### config.mk
export PLATFORM = sky130hd
export DESIGN_NAME = csc_core
export DESIGN_NICKNAME = d
export VERILOG_FILES = /design/src/csc_core.v
export VERILOG_INCLUDE_DIRS = /design/src
export SDC_FILE = /design/constraint.sdc
export NUM_CORES = 1
export LEC_CHECK = 0
export BUFFER_PORTS_ARGS = -buffer_cell sky130_fd_sc_hd__buf_2
export CAP_MARGIN = 40
export CELL_PAD_IN_SITES_DETAIL_PLACEMENT = 0
export CELL_PAD_IN_SITES_GLOBAL_PLACEMENT = 1
export CORE_UTILIZATION = 44
export CTS_BUF_LIST = sky130_fd_sc_hd__clkbuf_4 sky130_fd_sc_hd__clkbuf_8
export DETAILED_ROUTE_END_ITERATION = 10
export GPL_TIMING_DRIVEN = 1
export HOLD_SLACK_MARGIN = 0.03
export MAX_ROUTING_LAYER = met4
export PLACE_DENSITY_LB_ADDON = 0.1
export SYNTH_ARGS = -nofsm -noshare
export SYNTH_HDL_FRONTEND = slang
export SYNTH_SLANG_ARGS = --single-unit
### constraint.sdc
create_clock -name mclk_in -period 8.85 [get_ports mclk_in]
set_input_delay 1.77 -clock mclk_in [delete_from_list [all_inputs] [get_ports mclk_in]]
set_output_delay 1.77 -clock mclk_in [all_outputs]
set_load 0.01 [all_outputs]
### src/csc_map.vh
`ifndef CSC_MAP_VH
`define CSC_MAP_VH
// register indices on the plain port
`define CSC_ADDR_FLAGS      2'h0
`define CSC_ADDR_CORE       2'h1
`define CSC_ADDR_INTCTL     2'h2
// flags register bit positions
`define CSC_F_A_SPILL       15
`define CSC_F_B_SPILL       14
`define CSC_F_A_CLIP        13
`define CSC_F_B_CLIP        12
`define CSC_F_ANY_SPILL     11
`define CSC_F_ANY_CLIP      10
`define CSC_F_HW_LOOP       9
`define CSC_F_NIB_CARRY     8
`define CSC_F_PRIO_HI       7
`define CSC_F_PRIO_LO       5
`define CSC_F_REP_LOOP      4
`define CSC_F_NEG           3
`define CSC_F_OVF           2
`define CSC_F_ZERO          1
`define CSC_F_CARRY         0
// core control bit positions
`define CSC_C_MUL_UNS       12
`define CSC_C_EARLY_EXIT    11
`define CSC_C_DEPTH_HI      10
`define CSC_C_DEPTH_LO      8
`define CSC_C_A_CLIP_EN     7
`define CSC_C_B_CLIP_EN     6
`define CSC_C_STORE_CLIP    5
`define CSC_C_CLIP_WIDTH    4
`define CSC_C_PRIO_TOP      3
`define CSC_C_PROG_WIN      2
`define CSC_C_ROUND         1
`define CSC_C_INT_MUL       0
// interrupt control one nesting disable bit
`define CSC_I_NEST_OFF      15
// reset values
`define CSC_CORE_RST        16'h0020
`define CSC_FLAGS_RST       16'h0000
// alu opcodes
`define CSC_OP_ADD          3'h0
`define CSC_OP_SUB          3'h1
`define CSC_OP_AND          3'h2
`define CSC_OP_OR           3'h3
`define CSC_OP_XOR          3'h4
`define CSC_OP_SHL          3'h5
`define CSC_OP_SHR          3'h6
`define CSC_OP_ASR          3'h7
`endif

### src/csc_core.v
// Notes on behaviour
// (RULE1) guard spill flags A,B at 15,14, read-only
// (RULE2) clip sticky flags stay set, clear-only
// (RULE3) bit 11 is OR of spill flags
// (RULE4) bit 10 ORs clips; clearing clears both
// (RULE5) bits 9,4 show DO and REPEAT activity
// (RULE6) nibble carry from bit 4 or 8
// (RULE7) priority is top bit over bits 7-5
// (RULE8) low priority bits locked when nesting off
// (RULE9) low bits give level 0-7 or 8-15
// (RULE10) negative flag follows result sign
// (RULE11) overflow flag on signed sign change
// (RULE12) zero flag cleared only by nonzero result; code also clears it on a flags write of zero to bit 1
// (RULE13) carry flag from result top bit
// (RULE14) subtraction makes carries into borrows
// (RULE15) unsigned multiply select, resets zero
// (RULE16) early loop exit pulse, reads zero
// (RULE17) nesting depth read-only in bits 10-8
// (RULE18) clip enables; store enable resets one
// (RULE19) clip width selects 9.31 or 1.31
// (RULE20) priority top read, clear, never set
// (RULE21) program window, rounding, integer multiply
// (RULE22) alu does 8/16-bit arithmetic, logic, shifts
// (RULE23) spill flags refresh on each accumulator pass
// (RULE24) read-only bits ignore writes; 15-13 zero
//
// Our own choices: the register offsets and strobed register access.
`include "csc_map.vh"
module csc_core (
   // clock and reset
   input  wire        mclk_in,
   input  wire        rst_n_in,
   // register port
   input  wire [1:0]  addr_in,
   input  wire [15:0] wdata_in,
   input  wire        wr_in,
   input  wire        rd_in,
   output reg  [15:0] rdata_out,
   // alu request
   input  wire        alu_go_in,
   input  wire [2:0]  alu_op_in,
   input  wire        alu_byte_in,
   input  wire        alu_cin_in,
   input  wire        alu_use_cin_in,
   input  wire [15:0] alu_a_in,
   input  wire [15:0] alu_b_in,
   output reg  [15:0] alu_res_out,
   output reg         alu_done_out,
   // accumulator adder status
   input  wire        acc_pass_in,
   input  wire        acc_sel_b_in,
   input  wire        acc_spill_in,
   input  wire        acc_clip_in,
   // loop engine status and priority load
   input  wire        hw_loop_active_in,
   input  wire        rep_loop_active_in,
   input  wire [2:0]  loop_nest_depth_in,
   input  wire        prio_set_in,
   input  wire [3:0]  prio_new_in,
   // control outputs
   output wire        loop_early_exit_out,
   output wire        mul_unsigned_sel_out,
   output wire        acc_a_clip_en_out,
   output wire        acc_b_clip_en_out,
   output wire        store_clip_en_out,
   output wire        clip_width_sel_out,
   output wire        prog_window_en_out,
   output wire        round_sel_out,
   output wire        int_mul_sel_out,
   output wire [3:0]  cpu_priority_out,
   output wire        user_int_off_out
);

   reg        a_spill_reg;
   reg        b_spill_reg;
   reg        a_clip_reg;
   reg        b_clip_reg;
   reg  [2:0] prio_low_reg;
   reg        prio_top_reg;
   reg        nib_reg;
   reg        neg_reg;
   reg        ovf_reg;
   reg        zero_reg;
   reg        carry_reg;
   reg  [7:0] core_cfg_reg;
   reg        exit_reg;
   reg        nesting_off_reg;
   reg        hw_loop_s1_reg;
   reg        hw_loop_reg;
   reg        rep_s1_reg;
   reg        rep_reg;
   reg  [2:0] depth_s1_reg;
   reg  [2:0] depth_reg;

   reg  [16:0] sum_next;
   reg  [15:0] res_next;
   reg         cout_next;
   reg         nib_next;
   reg         ovf_next;
   reg         arith_next;
   reg         sh_out_next;
   reg  [15:0] bx;
   reg         cin;
   wire [15:0] flags_rd;
   wire [15:0] core_rd;
   wire        wr_flags;
   wire        wr_core;
   wire        res_neg;
   wire        res_zero;

   // core control reset image, taken field by field so the packing matches the write path
   localparam [15:0] CORE_RST = `CSC_CORE_RST;
   localparam [7:0]  CFG_RST  = {CORE_RST[`CSC_C_MUL_UNS], CORE_RST[7:4],
                                 CORE_RST[`CSC_C_PROG_WIN:`CSC_C_INT_MUL]};

   assign wr_flags = wr_in && (addr_in == `CSC_ADDR_FLAGS);
   assign wr_core  = wr_in && (addr_in == `CSC_ADDR_CORE);

   // alu datapath
   always @* begin
      bx          = alu_b_in;
      cin         = alu_use_cin_in ? alu_cin_in : 1'b0;
      arith_next  = 1'b0;
      sh_out_next = 1'b0;
      sum_next    = 17'h00000;
      res_next    = 16'h0000;
      case (alu_op_in)
         `CSC_OP_ADD, `CSC_OP_SUB: begin
            arith_next = 1'b1;
            if (alu_op_in == `CSC_OP_SUB) begin
               bx  = ~alu_b_in; // RULE14
               cin = alu_use_cin_in ? alu_cin_in : 1'b1; // RULE14
            end
            if (alu_byte_in) begin
               sum_next = {8'h00, {1'b0, alu_a_in[7:0]} + {1'b0, bx[7:0]} + {8'h00, cin}};
            end else begin
               sum_next = {1'b0, alu_a_in} + {1'b0, bx} + {16'h0000, cin}; // RULE22
            end
            res_next = sum_next[15:0];
         end
         `CSC_OP_AND: res_next = alu_a_in & alu_b_in;
         `CSC_OP_OR:  res_next = alu_a_in | alu_b_in;
         `CSC_OP_XOR: res_next = alu_a_in ^ alu_b_in;
         `CSC_OP_SHL: begin
            res_next    = {alu_a_in[14:0], 1'b0};
            sh_out_next = alu_byte_in ? alu_a_in[7] : alu_a_in[15];
         end
         `CSC_OP_SHR: begin
            res_next    = alu_byte_in ? {8'h00, 1'b0, alu_a_in[7:1]}
                                      : {1'b0, alu_a_in[15:1]};
            sh_out_next = alu_a_in[0];
         end
         `CSC_OP_ASR: begin
            res_next    = alu_byte_in ? {8'h00, alu_a_in[7], alu_a_in[7:1]}
                                      : {alu_a_in[15], alu_a_in[15:1]};
            sh_out_next = alu_a_in[0];
         end
         default: res_next = 16'h0000;
      endcase
      if (alu_byte_in) begin
         res_next  = {8'h00, res_next[7:0]}; // RULE22
         cout_next = arith_next ? sum_next[8] : sh_out_next; // RULE13
         nib_next  = alu_a_in[4] ^ bx[4] ^ res_next[4]; // RULE6
         ovf_next  = (alu_a_in[7] == bx[7]) && (res_next[7] != alu_a_in[7]); // RULE11
      end else begin
         cout_next = arith_next ? sum_next[16] : sh_out_next; // RULE13
         nib_next  = alu_a_in[8] ^ bx[8] ^ res_next[8]; // RULE6
         ovf_next  = (alu_a_in[15] == bx[15]) && (res_next[15] != alu_a_in[15]); // RULE11
      end
   end

   assign res_neg  = alu_byte_in ? res_next[7] : res_next[15];
   assign res_zero = alu_byte_in ? (res_next[7:0] == 8'h00) : (res_next == 16'h0000);

   // status and control state
   always @(posedge mclk_in) begin
      if (!rst_n_in) begin
         a_spill_reg     <= 1'b0;
         b_spill_reg     <= 1'b0;
         a_clip_reg      <= 1'b0;
         b_clip_reg      <= 1'b0;
         prio_low_reg    <= 3'h0;
         prio_top_reg    <= 1'b0;
         nib_reg         <= 1'b0;
         neg_reg         <= 1'b0;
         ovf_reg         <= 1'b0;
         zero_reg        <= 1'b0;
         carry_reg       <= 1'b0;
         core_cfg_reg    <= CFG_RST; // RULE18
         exit_reg        <= 1'b0;
         nesting_off_reg <= 1'b0;
         alu_res_out     <= 16'h0000;
         alu_done_out    <= 1'b0;
         rdata_out       <= 16'h0000;
         hw_loop_s1_reg  <= 1'b0;
         hw_loop_reg     <= 1'b0;
         rep_s1_reg      <= 1'b0;
         rep_reg         <= 1'b0;
         depth_s1_reg    <= 3'h0;
         depth_reg       <= 3'h0;
      end else begin
         hw_loop_s1_reg <= hw_loop_active_in;
         hw_loop_reg    <= hw_loop_s1_reg;
         rep_s1_reg     <= rep_loop_active_in;
         rep_reg        <= rep_s1_reg;
         depth_s1_reg   <= loop_nest_depth_in;
         depth_reg      <= depth_s1_reg;
         alu_done_out   <= alu_go_in;
         // software writes first, hardware events override
         if (wr_flags) begin
            if (!wdata_in[`CSC_F_A_CLIP] || !wdata_in[`CSC_F_ANY_CLIP])
               a_clip_reg <= 1'b0; // RULE2 RULE4
            if (!wdata_in[`CSC_F_B_CLIP] || !wdata_in[`CSC_F_ANY_CLIP])
               b_clip_reg <= 1'b0; // RULE2 RULE4
            if (!nesting_off_reg)
               prio_low_reg <= wdata_in[`CSC_F_PRIO_HI:`CSC_F_PRIO_LO]; // RULE8
            nib_reg   <= wdata_in[`CSC_F_NIB_CARRY];
            neg_reg   <= wdata_in[`CSC_F_NEG];
            ovf_reg   <= wdata_in[`CSC_F_OVF];
            zero_reg  <= wdata_in[`CSC_F_ZERO];
            carry_reg <= wdata_in[`CSC_F_CARRY];
         end
         if (wr_core) begin
            core_cfg_reg <= {wdata_in[`CSC_C_MUL_UNS], wdata_in[7:4],
                             wdata_in[`CSC_C_PROG_WIN:`CSC_C_INT_MUL]}; // RULE15 RULE18 RULE19 RULE21
            if (!wdata_in[`CSC_C_PRIO_TOP])
               prio_top_reg <= 1'b0; // RULE20
         end
         exit_reg <= wr_core && wdata_in[`CSC_C_EARLY_EXIT]; // RULE16
         if (wr_in && addr_in == `CSC_ADDR_INTCTL)
            nesting_off_reg <= wdata_in[`CSC_I_NEST_OFF];
         if (prio_set_in) begin
            prio_top_reg <= prio_new_in[3]; // RULE7
            prio_low_reg <= prio_new_in[2:0]; // RULE9
         end
         if (acc_pass_in) begin
            if (acc_sel_b_in) begin
               b_spill_reg <= acc_spill_in; // RULE23 RULE1
               if (acc_clip_in) b_clip_reg <= 1'b1; // RULE2
            end else begin
               a_spill_reg <= acc_spill_in; // RULE23 RULE1
               if (acc_clip_in) a_clip_reg <= 1'b1; // RULE2
            end
         end
         if (alu_go_in) begin
            alu_res_out <= res_next;
            neg_reg     <= res_neg; // RULE10
            if (arith_next) begin
               ovf_reg <= ovf_next; // RULE11
               nib_reg <= nib_next; // RULE6 RULE14
            end
            if (arith_next || alu_op_in == `CSC_OP_SHL || alu_op_in == `CSC_OP_SHR ||
                alu_op_in == `CSC_OP_ASR)
               carry_reg <= cout_next; // RULE13 RULE14
            if (res_zero) zero_reg <= 1'b1; // RULE12
            else          zero_reg <= 1'b0; // RULE12
         end
         case (addr_in)
            `CSC_ADDR_FLAGS:  rdata_out <= rd_in ? flags_rd : 16'h0000;
            `CSC_ADDR_CORE:   rdata_out <= rd_in ? core_rd : 16'h0000;
            `CSC_ADDR_INTCTL: rdata_out <= rd_in ? {nesting_off_reg, 15'h0000} : 16'h0000;
            default:          rdata_out <= 16'h0000;
         endcase
      end
   end

   assign flags_rd = {a_spill_reg, b_spill_reg, a_clip_reg, b_clip_reg,
                      a_spill_reg | b_spill_reg, // RULE3
                      a_clip_reg | b_clip_reg, // RULE4
                      hw_loop_reg, nib_reg, prio_low_reg, // RULE5
                      rep_reg, neg_reg, ovf_reg, zero_reg, carry_reg}; // RULE5
   assign core_rd  = {3'h0, core_cfg_reg[7], 1'b0, depth_reg, // RULE24 RULE16 RULE17
                      core_cfg_reg[6:3], prio_top_reg, core_cfg_reg[2:0]};

   assign loop_early_exit_out  = exit_reg; // RULE16
   assign mul_unsigned_sel_out = core_cfg_reg[7]; // RULE15
   assign acc_a_clip_en_out    = core_cfg_reg[6]; // RULE18
   assign acc_b_clip_en_out    = core_cfg_reg[5]; // RULE18
   assign store_clip_en_out    = core_cfg_reg[4]; // RULE18
   assign clip_width_sel_out   = core_cfg_reg[3]; // RULE19
   assign prog_window_en_out   = core_cfg_reg[2]; // RULE21
   assign round_sel_out        = core_cfg_reg[1]; // RULE21
   assign int_mul_sel_out      = core_cfg_reg[0]; // RULE21
   assign cpu_priority_out     = {prio_top_reg, prio_low_reg}; // RULE7 RULE9
   assign user_int_off_out     = prio_top_reg || (prio_low_reg == 3'h7); // RULE7 RULE9

endmodule // csc_core

==> results of run 1 <==
==> per-layer routing <==
| metal | GRT usage | routed length [um] | vias to the layer above |
|---|---|---|---|
| met5 | - | 0 | - |
| met4 | 0.0714 | 208 | 0 |
| met3 | 0.0338 | 581 | 13 |
| met2 | 0.408 | 6190 | 133 |
| met1 | 0.287 | 6100 | 2135 |
| li1 | - | - | 2344 |
==> through the flow <==
stage	instance area, um2	utilization
floorplan	4960	-
global placement	5590	0.511
detailed placement	5620	0.514
CTS	5830	0.533
global route	5830	0.533
finish	5830	0.533
==> layout make-up <==
| cell class | instances | share of cell area |
|---|---|---|
| multi-input combinational | 468 | 0.569 |
| timing repair buffer | 121 | 0.108 |
| clock inverter | 2 | 0.00601 |
| tap | 140 | 0.0301 |
| inverter | 46 | 0.0296 |
| clock buffer | 14 | 0.0298 |
| sequential | 66 | 0.227 |
==> cell families after synthesis <==
family	Yosys count	share of synthesized area
compound gates	152	0.199
xor+xnor	24	0.0424
fa+ha+maj	49	0.127
buf+inv	77	0.0648
flops	66	0.266
mux	53	0.118
simple gates	190	0.183
==> layout by cell type (no fill, tap or decap), types with 11 or more instances in the layout <==
master,count
xnor2_1,23
a21oi_1,52
o21ai_0,26
buf_2,119
clkbuf_8,11
nor2_1,63
nand3_1,11
nand2_1,61
mux2i_1,41
dfxtp_1,66
ha_1,47
inv_1,45
and2_1,16
==> path summary, 6_finish.rpt <==
path / slack [ns] / start / end
hold reg to reg: 0.43 / depth_s1_reg[2] / depth_reg[2]
setup reg to reg: 7.81 / zero_reg / zero_reg
setup / recovery: 3.13 / alu_op_in[0] / zero_reg
hold / removal: 0.43 / depth_s1_reg[2] / depth_reg[2]
==> critical path, stage by stage <==
cell and delay (ns):
buf_2 0.66, inv_1 0.34, nor2_8 0.44, xnor2_1 0.15, fa_1 0.46, inv_1 0.09
fa_1 0.26, nor2b_4 0.06, o31a_2 0.32, o22a_2 0.27, a21oi_1 0.19, mux2_2 0.35
a21oi_1 0.27, o21ai_0 0.16, o311a_1 0.14
==> report_power, final <==
group | internal, mW | switching [mW]
Sequential | 0.311 | 0.00715
Combinational | 0.108 | 0.143
Clock | 0.155 | 0.105
Total | 0.574 | 0.255
==> qor.csv, run 1 <==
stage,metric,value,unit
cts,CTS tree,done,
cts,post-cts resize count,0,
logic_synthesis,most frequent cells after synthesis,"dfxtp_1 (66), nor2_1 (63), nand2_1 (61)",
route,DRT antenna net count,0,
logic_synthesis,Yosys warnings,0,
route,Pre-Repair DR Iteration Count,4,
global_route,vias in the first global route,4329,
global_route,initial antenna violation count,0,
worst_setup_path,element type at the critical path start,input port,
logic_synthesis,Synth Flop Type,dfxtp_1,
die,die area,11700,um2
pwr,VDD IR max,0.0926,mV
finish,fill cell count,1084,
finish,Sequential Area,1320,um2
sta,period utilisation layout,0.647,
worst_setup_path,Worst Path Arrival,5.95,ns
cts,post-cts hold buffer count,0,
pwr,Lkg Pwr,2.80,nW
cts,"Clk Latency, worst-skew pair",0.33,ns
cts,Post-CTS Setup Bufs,0,
die,Core Box Area,10900,um2
sta,sum of negative setup slack,0,ns
finish,area of the multi-input gates,3320,um2
run,max cap viols,0,
global_route,GRT Residual Overflow,0,
sta,Slew @ Worst Pin,0.876,ns
logic_synthesis,sequential area share after synthesis,0.266,
min_path,Hold Path Class,flop to flop,
sta,endpoints failing setup,0,
route,DRC viols,0,
finish,Antenna Cells,0,
placed_design,Worst Setup Slack post-DPL,2.80,ns
logic_synthesis,post-synth net total,735,
global_route,largest net degree at the start of global routing,47,
logic_synthesis,syn avg cell area,8.12,um2
finish,nets,836,
route,routed length per placed instance,15.3,um
cts,H-tree levels,3,
cts,"Clk pin slew, worst setup/hold paths",0.07,ns
sta,Max-slew headroom,0.416,
finish,Area Overhead vs Synth,17.5,%
logic_synthesis,post-synthesis register bit count,66,
sta,final hold violation count,0,
worst_setup_path,crit path max fanout,46,
run_status,outcome,finished clean,
sta,setup ws final,3.13,ns
sta,Max Fclk,175,MHz
die,Die W,108,um
logic_synthesis,number of synthesized flops with an enable pin,0,
placed_design,dpl hpwl,9880,um
sta,unrepaired setup endpoints after global routing,no,
route,Via density,5.40,
pwr,pwr dens,142,nW/um2
sta,crit path time final,5.72,ns
logic_synthesis,Mapped Area,4960,um2
route,via count,4625,
die,Starting Density,0.454,
global_route,first-pass GRT wire length,21000,um
worst_setup_path,WP data required,9.07,ns
route,drt initial violations,248,
worst_setup_path,reg2reg path depth,3,
global_route,Global Route Usage Sum,0.238,
route,Routed Wire Length,13100,um
finish,Final Non-Filler Cells,857,
cts,CTS Sinks,66,
worst_setup_path,critical path class,input port to flop,
placed_design,Final Wtd Congestion,0.924,
placed_design,Port Buffers,119,
cts,clk root buf,clkbuf_8,
sta,Worst Skew,0.00392,ns
logic_synthesis,most numerous cell in the Yosys netlist,dfxtp_1,
cts,Max Buffers Root-to-Sink,2,
logic_synthesis,Post-Syn Instances,611,
sta,Pins Over Slew Limit,0,
cts,total CTS buffers,9,
min_path,hold depth,1,
worst_setup_path,critical path endpoint category,flop,
finish,share of cells above drive strength 1,0.232,
die,Die Y,108,um
logic_synthesis,unique cell type count in the Yosys netlist,77,
die,Ports,122,
logic_synthesis,Synth top area share,0.266,
logic_synthesis,asr flop ratio synth,0,
logic_synthesis,synth top area cells,"dfxtp_1 (27%), ha_1 (12%), mux2i_1 (8.3%)",
die,Cell Rows,38,
placed_design,placed cells,841,
pwr,total power,829,uW
sta,WHS,0.429,ns
logic_synthesis,"area leader, netlist",dfxtp_1,
Note: power is estimated with default switching activity, not from simulation.
==> run 2, diff against run 1 <==
--- a/config.mk
+++ b/config.mk
@@ -6,11 +6,12 @@
 export SDC_FILE = /design/constraint.sdc
 export NUM_CORES = 1
 export LEC_CHECK = 0
+export ABC_AREA = 1
 export BUFFER_PORTS_ARGS = -buffer_cell sky130_fd_sc_hd__buf_2
 export CAP_MARGIN = 40
 export CELL_PAD_IN_SITES_DETAIL_PLACEMENT = 0
 export CELL_PAD_IN_SITES_GLOBAL_PLACEMENT = 1
-export CORE_UTILIZATION = 44
+export CORE_UTILIZATION = 38
 export CTS_BUF_LIST = sky130_fd_sc_hd__clkbuf_4 sky130_fd_sc_hd__clkbuf_8
 export DETAILED_ROUTE_END_ITERATION = 10
 export GPL_TIMING_DRIVEN = 1
==> constraint.sdc (replaced) <==
create_clock -name mclk_in -period 5.6 [get_ports mclk_in]
set_input_delay 1.12 -clock mclk_in [delete_from_list [all_inputs] [get_ports mclk_in]]
set_output_delay 1.12 -clock mclk_in [all_outputs]
set_load 0.01 [all_outputs]
==> run 2 against run 1 <==
  * Global-route usage decreased by 0.43 points
  * Hold slack got worse by 0.014 ns
  * Largest power group unchanged
  * Non-clock buffer count increased by 1
  * Setup slack got worse by 1.8 ns
  * Clock-buffer cell count decreased by 5
  * Clock power increased by 66%
  * Cell area decreased by 2.8%
  * Sequential share of layout area increased by 0.65 points
==> qor.csv, run 2 <==
stage,metric,value,unit
cts,clk root buf,clkbuf_8,
pwr,VDD IR max,0.225,mV
route,Routed Wire Length,14400,um
worst_setup_path,critical path's top delay family,simple AND/OR/NAND/NOR gates,
finish,Area Overhead vs Synth,19.8,%
worst_setup_path,WP data required,5.87,ns
finish,Sequential Area,1320,um2
sta,Max Fclk,232,MHz
logic_synthesis,syn avg cell area,6.54,um2
worst_setup_path,critical path endpoint category,flop,
global_route,Global Route Usage Sum,0.233,
logic_synthesis,"area leader, netlist",dfxtp_1,
min_path,min-delay src,rep_s1_reg,
global_route,largest net degree at the start of global routing,46,
cts,total CTS buffers,9,
die,Die Y,114,um
route,Via density,4.93,
logic_synthesis,Post-Syn Instances,723,
logic_synthesis,unique cell type count in the Yosys netlist,41,
sta,setup ws final,1.30,ns
sta,unrepaired setup endpoints after global routing,no,
finish,nets,957,
sta,Worst Skew,0.00473,ns
worst_setup_path,reg2reg path depth,5,
logic_synthesis,post-synth net total,847,
logic_synthesis,sequential area share after synthesis,0.279,
sta,WHS,0.415,ns
sta,sum of negative setup slack,0,ns
worst_setup_path,critical path depth,18,
finish,Finished Core Util,0.470,
finish,fill cell count,1305,
die,Cell Rows,40,
finish,Antenna Cells,0,
global_route,initial antenna violation count,0,
route,DRC viols,0,
run,max cap viols,0,
sta,final hold violation count,0,
worst_setup_path,critical path cell sequence,"buf_2, nor2_4, nand2_4, o21ai_0, fa_1, inv_1, fa_1, o21ai_1, nand2_1, nand2_1, nand2_1, nand3_1, nand2_1, nor2_1, nand3_1, nor2_1, nand3_1, a21oi_1",
finish,"commonest non-fill, non-tap cell in the layout",nand2_1,
sta,period utilisation layout,0.768,
worst_setup_path,delay of the slowest cell on the worst path,0.47,ns
placed_design,Port Buffers,119,
die,Starting Density,0.392,
worst_setup_path,RR Endpoint,prio_low_reg[0],
worst_setup_path,crit path max fanout,18,
route,via count,4959,
placed_design,Final Wtd Congestion,0.892,
logic_synthesis,post-synthesis register bit count,66,
cts,Post-CTS Setup Bufs,0,
route,drt initial violations,311,
logic_synthesis,Synth Flop Type,dfxtp_1,
worst_setup_path,FF-to-FF setup slack,4.57,ns
sta,Pins Over Slew Limit,0,
run_status,outcome,finished clean,
die,die area,12900,um2
global_route,first-pass GRT wire length,22900,um
worst_setup_path,Critical-path top delay cell,nor2_4,
route,routed length per placed instance,14.3,um
worst_setup_path,FF-to-FF Start,nesting_off_reg,
logic_synthesis,Mapped Area,4730,um2
finish,area of the multi-input gates,2910,um2
finish,share of cells above drive strength 1,0.180,
finish,most frequent cells in the layout,"nand2_1 (177), buf_2 (119), inv_1 (95), nor2_1 (74), dfxtp_1 (66)",
logic_synthesis,synth top area cells,"dfxtp_1 (28%), nand2_1 (14%), ha_1 (12%)",
cts,post-cts hold buffer count,0,
logic_synthesis,Yosys warnings,0,
global_route,GRT Residual Overflow,0,
cts,CTS tree,done,
worst_setup_path,critical path class,input port to flop,
logic_synthesis,number of synthesized flops with an enable pin,0,
logic_synthesis,asr flop ratio synth,0,
worst_setup_path,element type at the critical path start,input port,
cts,Max Buffers Root-to-Sink,2,
route,Pre-Repair DR Iteration Count,5,
pwr,total power,1.30,mW
cts,post-cts resize count,0,
min_path,Worst Hold End,rep_reg,
logic_synthesis,Synth top area share,0.279,
cts,"Clk Latency, worst-skew pair",0.33,ns
cts,"Clk pin slew, worst setup/hold paths",0.07,ns
logic_synthesis,most frequent cells after synthesis,"nand2_1 (177), inv_1 (95), nor2_1 (74)",
die,Ports,122,
sta,Slew @ Worst Pin,0.880,ns
sta,crit path time final,4.30,ns
min_path,hold depth,2,
cts,H-tree levels,3,
pwr,Lkg Pwr,3.03,nW
worst_setup_path,"most used cell, CP",nand2_1,
sta,endpoints failing setup,0,
pwr,pwr dens,229,nW/um2
worst_setup_path,Buf/Inv on CP,2,
worst_setup_path,Worst Path Arrival,4.57,ns
cts,CTS Sinks,66,
die,Die W,114,um
die,Core Box Area,12100,um2
global_route,vias in the first global route,4634,
placed_design,dpl hpwl,11000,um
route,DRT antenna net count,0,
sta,Max-slew headroom,0.412,
min_path,Hold Path Class,flop to flop,
logic_synthesis,most numerous cell in the Yosys netlist,nand2_1,
placed_design,Worst Setup Slack post-DPL,1.02,ns
## run 2: cell count changes in the layout (fill, tap and decap cells not counted), moves of 19 or more
cell / delta
nand3_1: +34
nand2_1: +116
inv_1: +50
mux2i_1: -41
xnor2_1: -21
xor2_1: +19
## run 2: where the power goes
group	total, mW	internal, mW	leakage [nW]	switching [mW]
combinational	0.361	0.130	2.38	0.231
clock	0.430	0.249	0.105	0.180
sequential	0.506	0.493	0.542	0.0124
## run 2: metrics by stage
stage          instances  instance area (um2)
3_3_place_gp         988                 5430
5_1_grt             1006                 5670
3_5_place_dp         990                 5450
2_1_floorplan        723                 4730
6_report            1006                 5670
4_1_cts             1006                 5670
## run 2: how the worst max path moves through the flow
stage	from	to	slack (ns)
2_1_floorplan	alu_op_in[2]	zero_reg	1.88
3_3_place_gp	alu_op_in[2]	zero_reg	1.07
3_5_place_dp	alu_op_in[2]	zero_reg	1.02
4_1_cts	alu_op_in[2]	zero_reg	1.35
5_1_grt	alu_op_in[2]	zero_reg	0.95
6_report	alu_op_in[2]	zero_reg	1.30
## run 2: kinds of logic after synthesis
family / Yosys count / synth area share
AO/OA/AOI/OAI: 141 / 0.163
XOR/XNOR: 22 / 0.0407
adder cells (fa/ha/maj): 49 / 0.133
buffers and inverters: 126 / 0.105
flip-flops: 66 / 0.279
AND/OR/NAND/NOR: 319 / 0.279
## run 2: cell type report
type	instances	share of cell area
clock inverter	7	0.0166
sequential	66	0.233
multi-input combinational	531	0.514
inverter	103	0.0682
clock buffer	9	0.0219
timing repair buffer	122	0.109
tap	168	0.0371
## run 2: routing by layer
metal / track usage / vias up / part of all wire
met5: - / - / 0
met4: 0.0623 / 0 / 0.013
met3: 0.0367 / 14 / 0.047
met2: 0.360 / 137 / 0.44
met1: 0.316 / 2255 / 0.50
li1: - / 2553 / -
## run 2: worst min-delay path: stages (launching register included)
cell	delay [ns]
dfxtp_1	0.31
nand2_1	0.04
inv_1	0.04
==> run 3, diff against run 2 <==
--- a/config.mk
+++ b/config.mk
@@ -11,7 +11,7 @@
 export CAP_MARGIN = 40
 export CELL_PAD_IN_SITES_DETAIL_PLACEMENT = 0
 export CELL_PAD_IN_SITES_GLOBAL_PLACEMENT = 1
-export CORE_UTILIZATION = 38
+export CORE_UTILIZATION = 34
 export CTS_BUF_LIST = sky130_fd_sc_hd__clkbuf_4 sky130_fd_sc_hd__clkbuf_8
 export DETAILED_ROUTE_END_ITERATION = 10
 export GPL_TIMING_DRIVEN = 1
==> constraint.sdc (replaced) <==
create_clock -name mclk_in -period 3.9 [get_ports mclk_in]
set_input_delay 0.78 -clock mclk_in [delete_from_list [all_inputs] [get_ports mclk_in]]
set_output_delay 0.78 -clock mclk_in [all_outputs]
set_load 0.01 [all_outputs]
==> run 3 against run 2 <==
  * Register-to-register slack got worse by 1.7 ns
  * Largest cell class unchanged
  * Sequential share of layout area fell by 0.20 points
  * Wire length is 4.4% higher
==> qor.csv, run 3 (synthesized netlist as in run 2, its figures left out) <==
stage,metric,value,unit
run_status,outcome,finished clean,
cts,post-cts resize count,0,
finish,share of cells above drive strength 1,0.189,
pwr,pwr dens,314,nW/um2
worst_setup_path,crit path max fanout,7,
cts,CTS tree,done,
worst_setup_path,Worst Path Arrival,3.39,ns
sta,period utilisation layout,0.799,
global_route,largest net degree at the start of global routing,46,
finish,"commonest non-fill, non-tap cell in the layout",nand2_1,
route,Pre-Repair DR Iteration Count,5,
pwr,total power,1.79,mW
pwr,Lkg Pwr,3.06,nW
cts,post-cts hold buffer count,0,
die,die area,14400,um2
sta,unrepaired setup endpoints after global routing,no,
finish,nets,966,
route,DRT antenna net count,0,
die,Core Box Area,13400,um2
cts,Post-CTS Setup Bufs,0,
route,DRC viols,0,
sta,Worst Skew,0.00434,ns
cts,"Clk pin slew, worst setup/hold paths",0.07,ns
worst_setup_path,critical path endpoint category,flop,
cts,clk root buf,clkbuf_8,
sta,Slew @ Worst Pin,0.786,ns
sta,WHS,0.410,ns
sta,final hold violation count,0,
die,Cell Rows,42,
die,Ports,122,
global_route,vias in the first global route,4697,
sta,Max Fclk,321,MHz
pwr,VDD IR max,0.222,mV
cts,total CTS buffers,9,
die,Starting Density,0.353,
cts,"Clk Latency, worst-skew pair",0.34,ns
finish,Area Overhead vs Synth,20.8,%
global_route,GRT Residual Overflow,0,
placed_design,Port Buffers,119,
finish,Finished Core Util,0.427,
route,Routed Wire Length,15100,um
sta,endpoints failing setup,0,
global_route,first-pass GRT wire length,23900,um
sta,Max-slew headroom,0.476,
cts,CTS Sinks,66,
global_route,initial antenna violation count,0,
global_route,Global Route Usage Sum,0.218,
finish,Final Cell Area,5720,um2
cts,H-tree levels,3,
run,max cap viols,0,
finish,most frequent cells in the layout,"nand2_1 (177), buf_2 (119), inv_1 (95), nor2_1 (74), dfxtp_1 (66)",
sta,sum of negative setup slack,0,ns
placed_design,dpl hpwl,11500,um
worst_setup_path,element type at the critical path start,input port,
route,drt initial violations,445,
sta,Pins Over Slew Limit,0,
route,routed length per placed instance,14.7,um
min_path,Hold Path Class,flop to flop,
placed_design,DP Area,5530,um2
finish,Antenna Cells,0,
placed_design,Final Wtd Congestion,0.869,
cts,Max Buffers Root-to-Sink,2,
die,Die Y,120,um
worst_setup_path,critical path class,input port to flop,
route,Via density,4.90,
die,Die W,120,um
finish,fill cell count,1493,
sta,crit path time final,3.12,ns
worst_setup_path,WP data required,4.17,ns
route,via count,5014,
[run 3: per-layer routing]
layer	share of wire	GRT usage	up-vias
li1	-	-	2568
met3	0.054	0.0423	15
met2	0.44	0.328	153
met4	0.012	0.0492	0
met5	0	-	-
met1	0.49	0.299	2278
[run 3: power by group]
| part | switching, mW | leakage (nW) | internal, mW |
|---|---|---|---|
| registers | 0.0179 | 0.542 | 0.708 |
| logic | 0.334 | 2.43 | 0.199 |
| clock network | 0.254 | 0.0944 | 0.280 |
| total | 0.606 | 3.06 | 1.19 |
[run 3: layout make-up]
class	instances	area (um2)	area share
Sequential cell	66	1320	0.231
Clock inverter	4	25.0	0.00438
Tap cell	176	220	0.0385
Clock buffer	12	165	0.0289
Multi-Input combinational cell	531	2910	0.509
Inverter	103	387	0.0676
Timing Repair Buffer	131	686	0.120
[run 3: stage by stage]
step	setup WS, ns	std cells
global placement	0.420	1007
floorplan	0.521	723
detailed placement	0.413	1007
CTS	0.770	1023
finish	0.782	1023
global route	0.472	1023
[run 3: worst max-delay path, cell delays in order]
cell	delay, ns
buf_2	0.16
nor2_4	0.15
nand2_4	0.07
o21ai_0	0.20
fa_1	0.25
inv_1	0.06
fa_1	0.40
o21ai_1	0.27
nand2_1	0.11
nand2_1	0.14
nand2_1	0.10
nand3_1	0.08
nand3_1	0.09
nand2_1	0.16
nand2_1	0.08
nor2_1	0.10
nand3_1	0.09
a21oi_1	0.12
[run 3: final timing paths]
check	startpoint	endpoint	slack [ns]	cells past startpoint
max	alu_op_in[2]	zero_reg	0.78	18
min	depth_s1_reg[2]	depth_reg[2]	0.41	2
max reg2reg	nesting_off_reg	prio_low_reg[2]	2.87	5
min reg2reg	depth_s1_reg[2]	depth_reg[2]	0.41	2
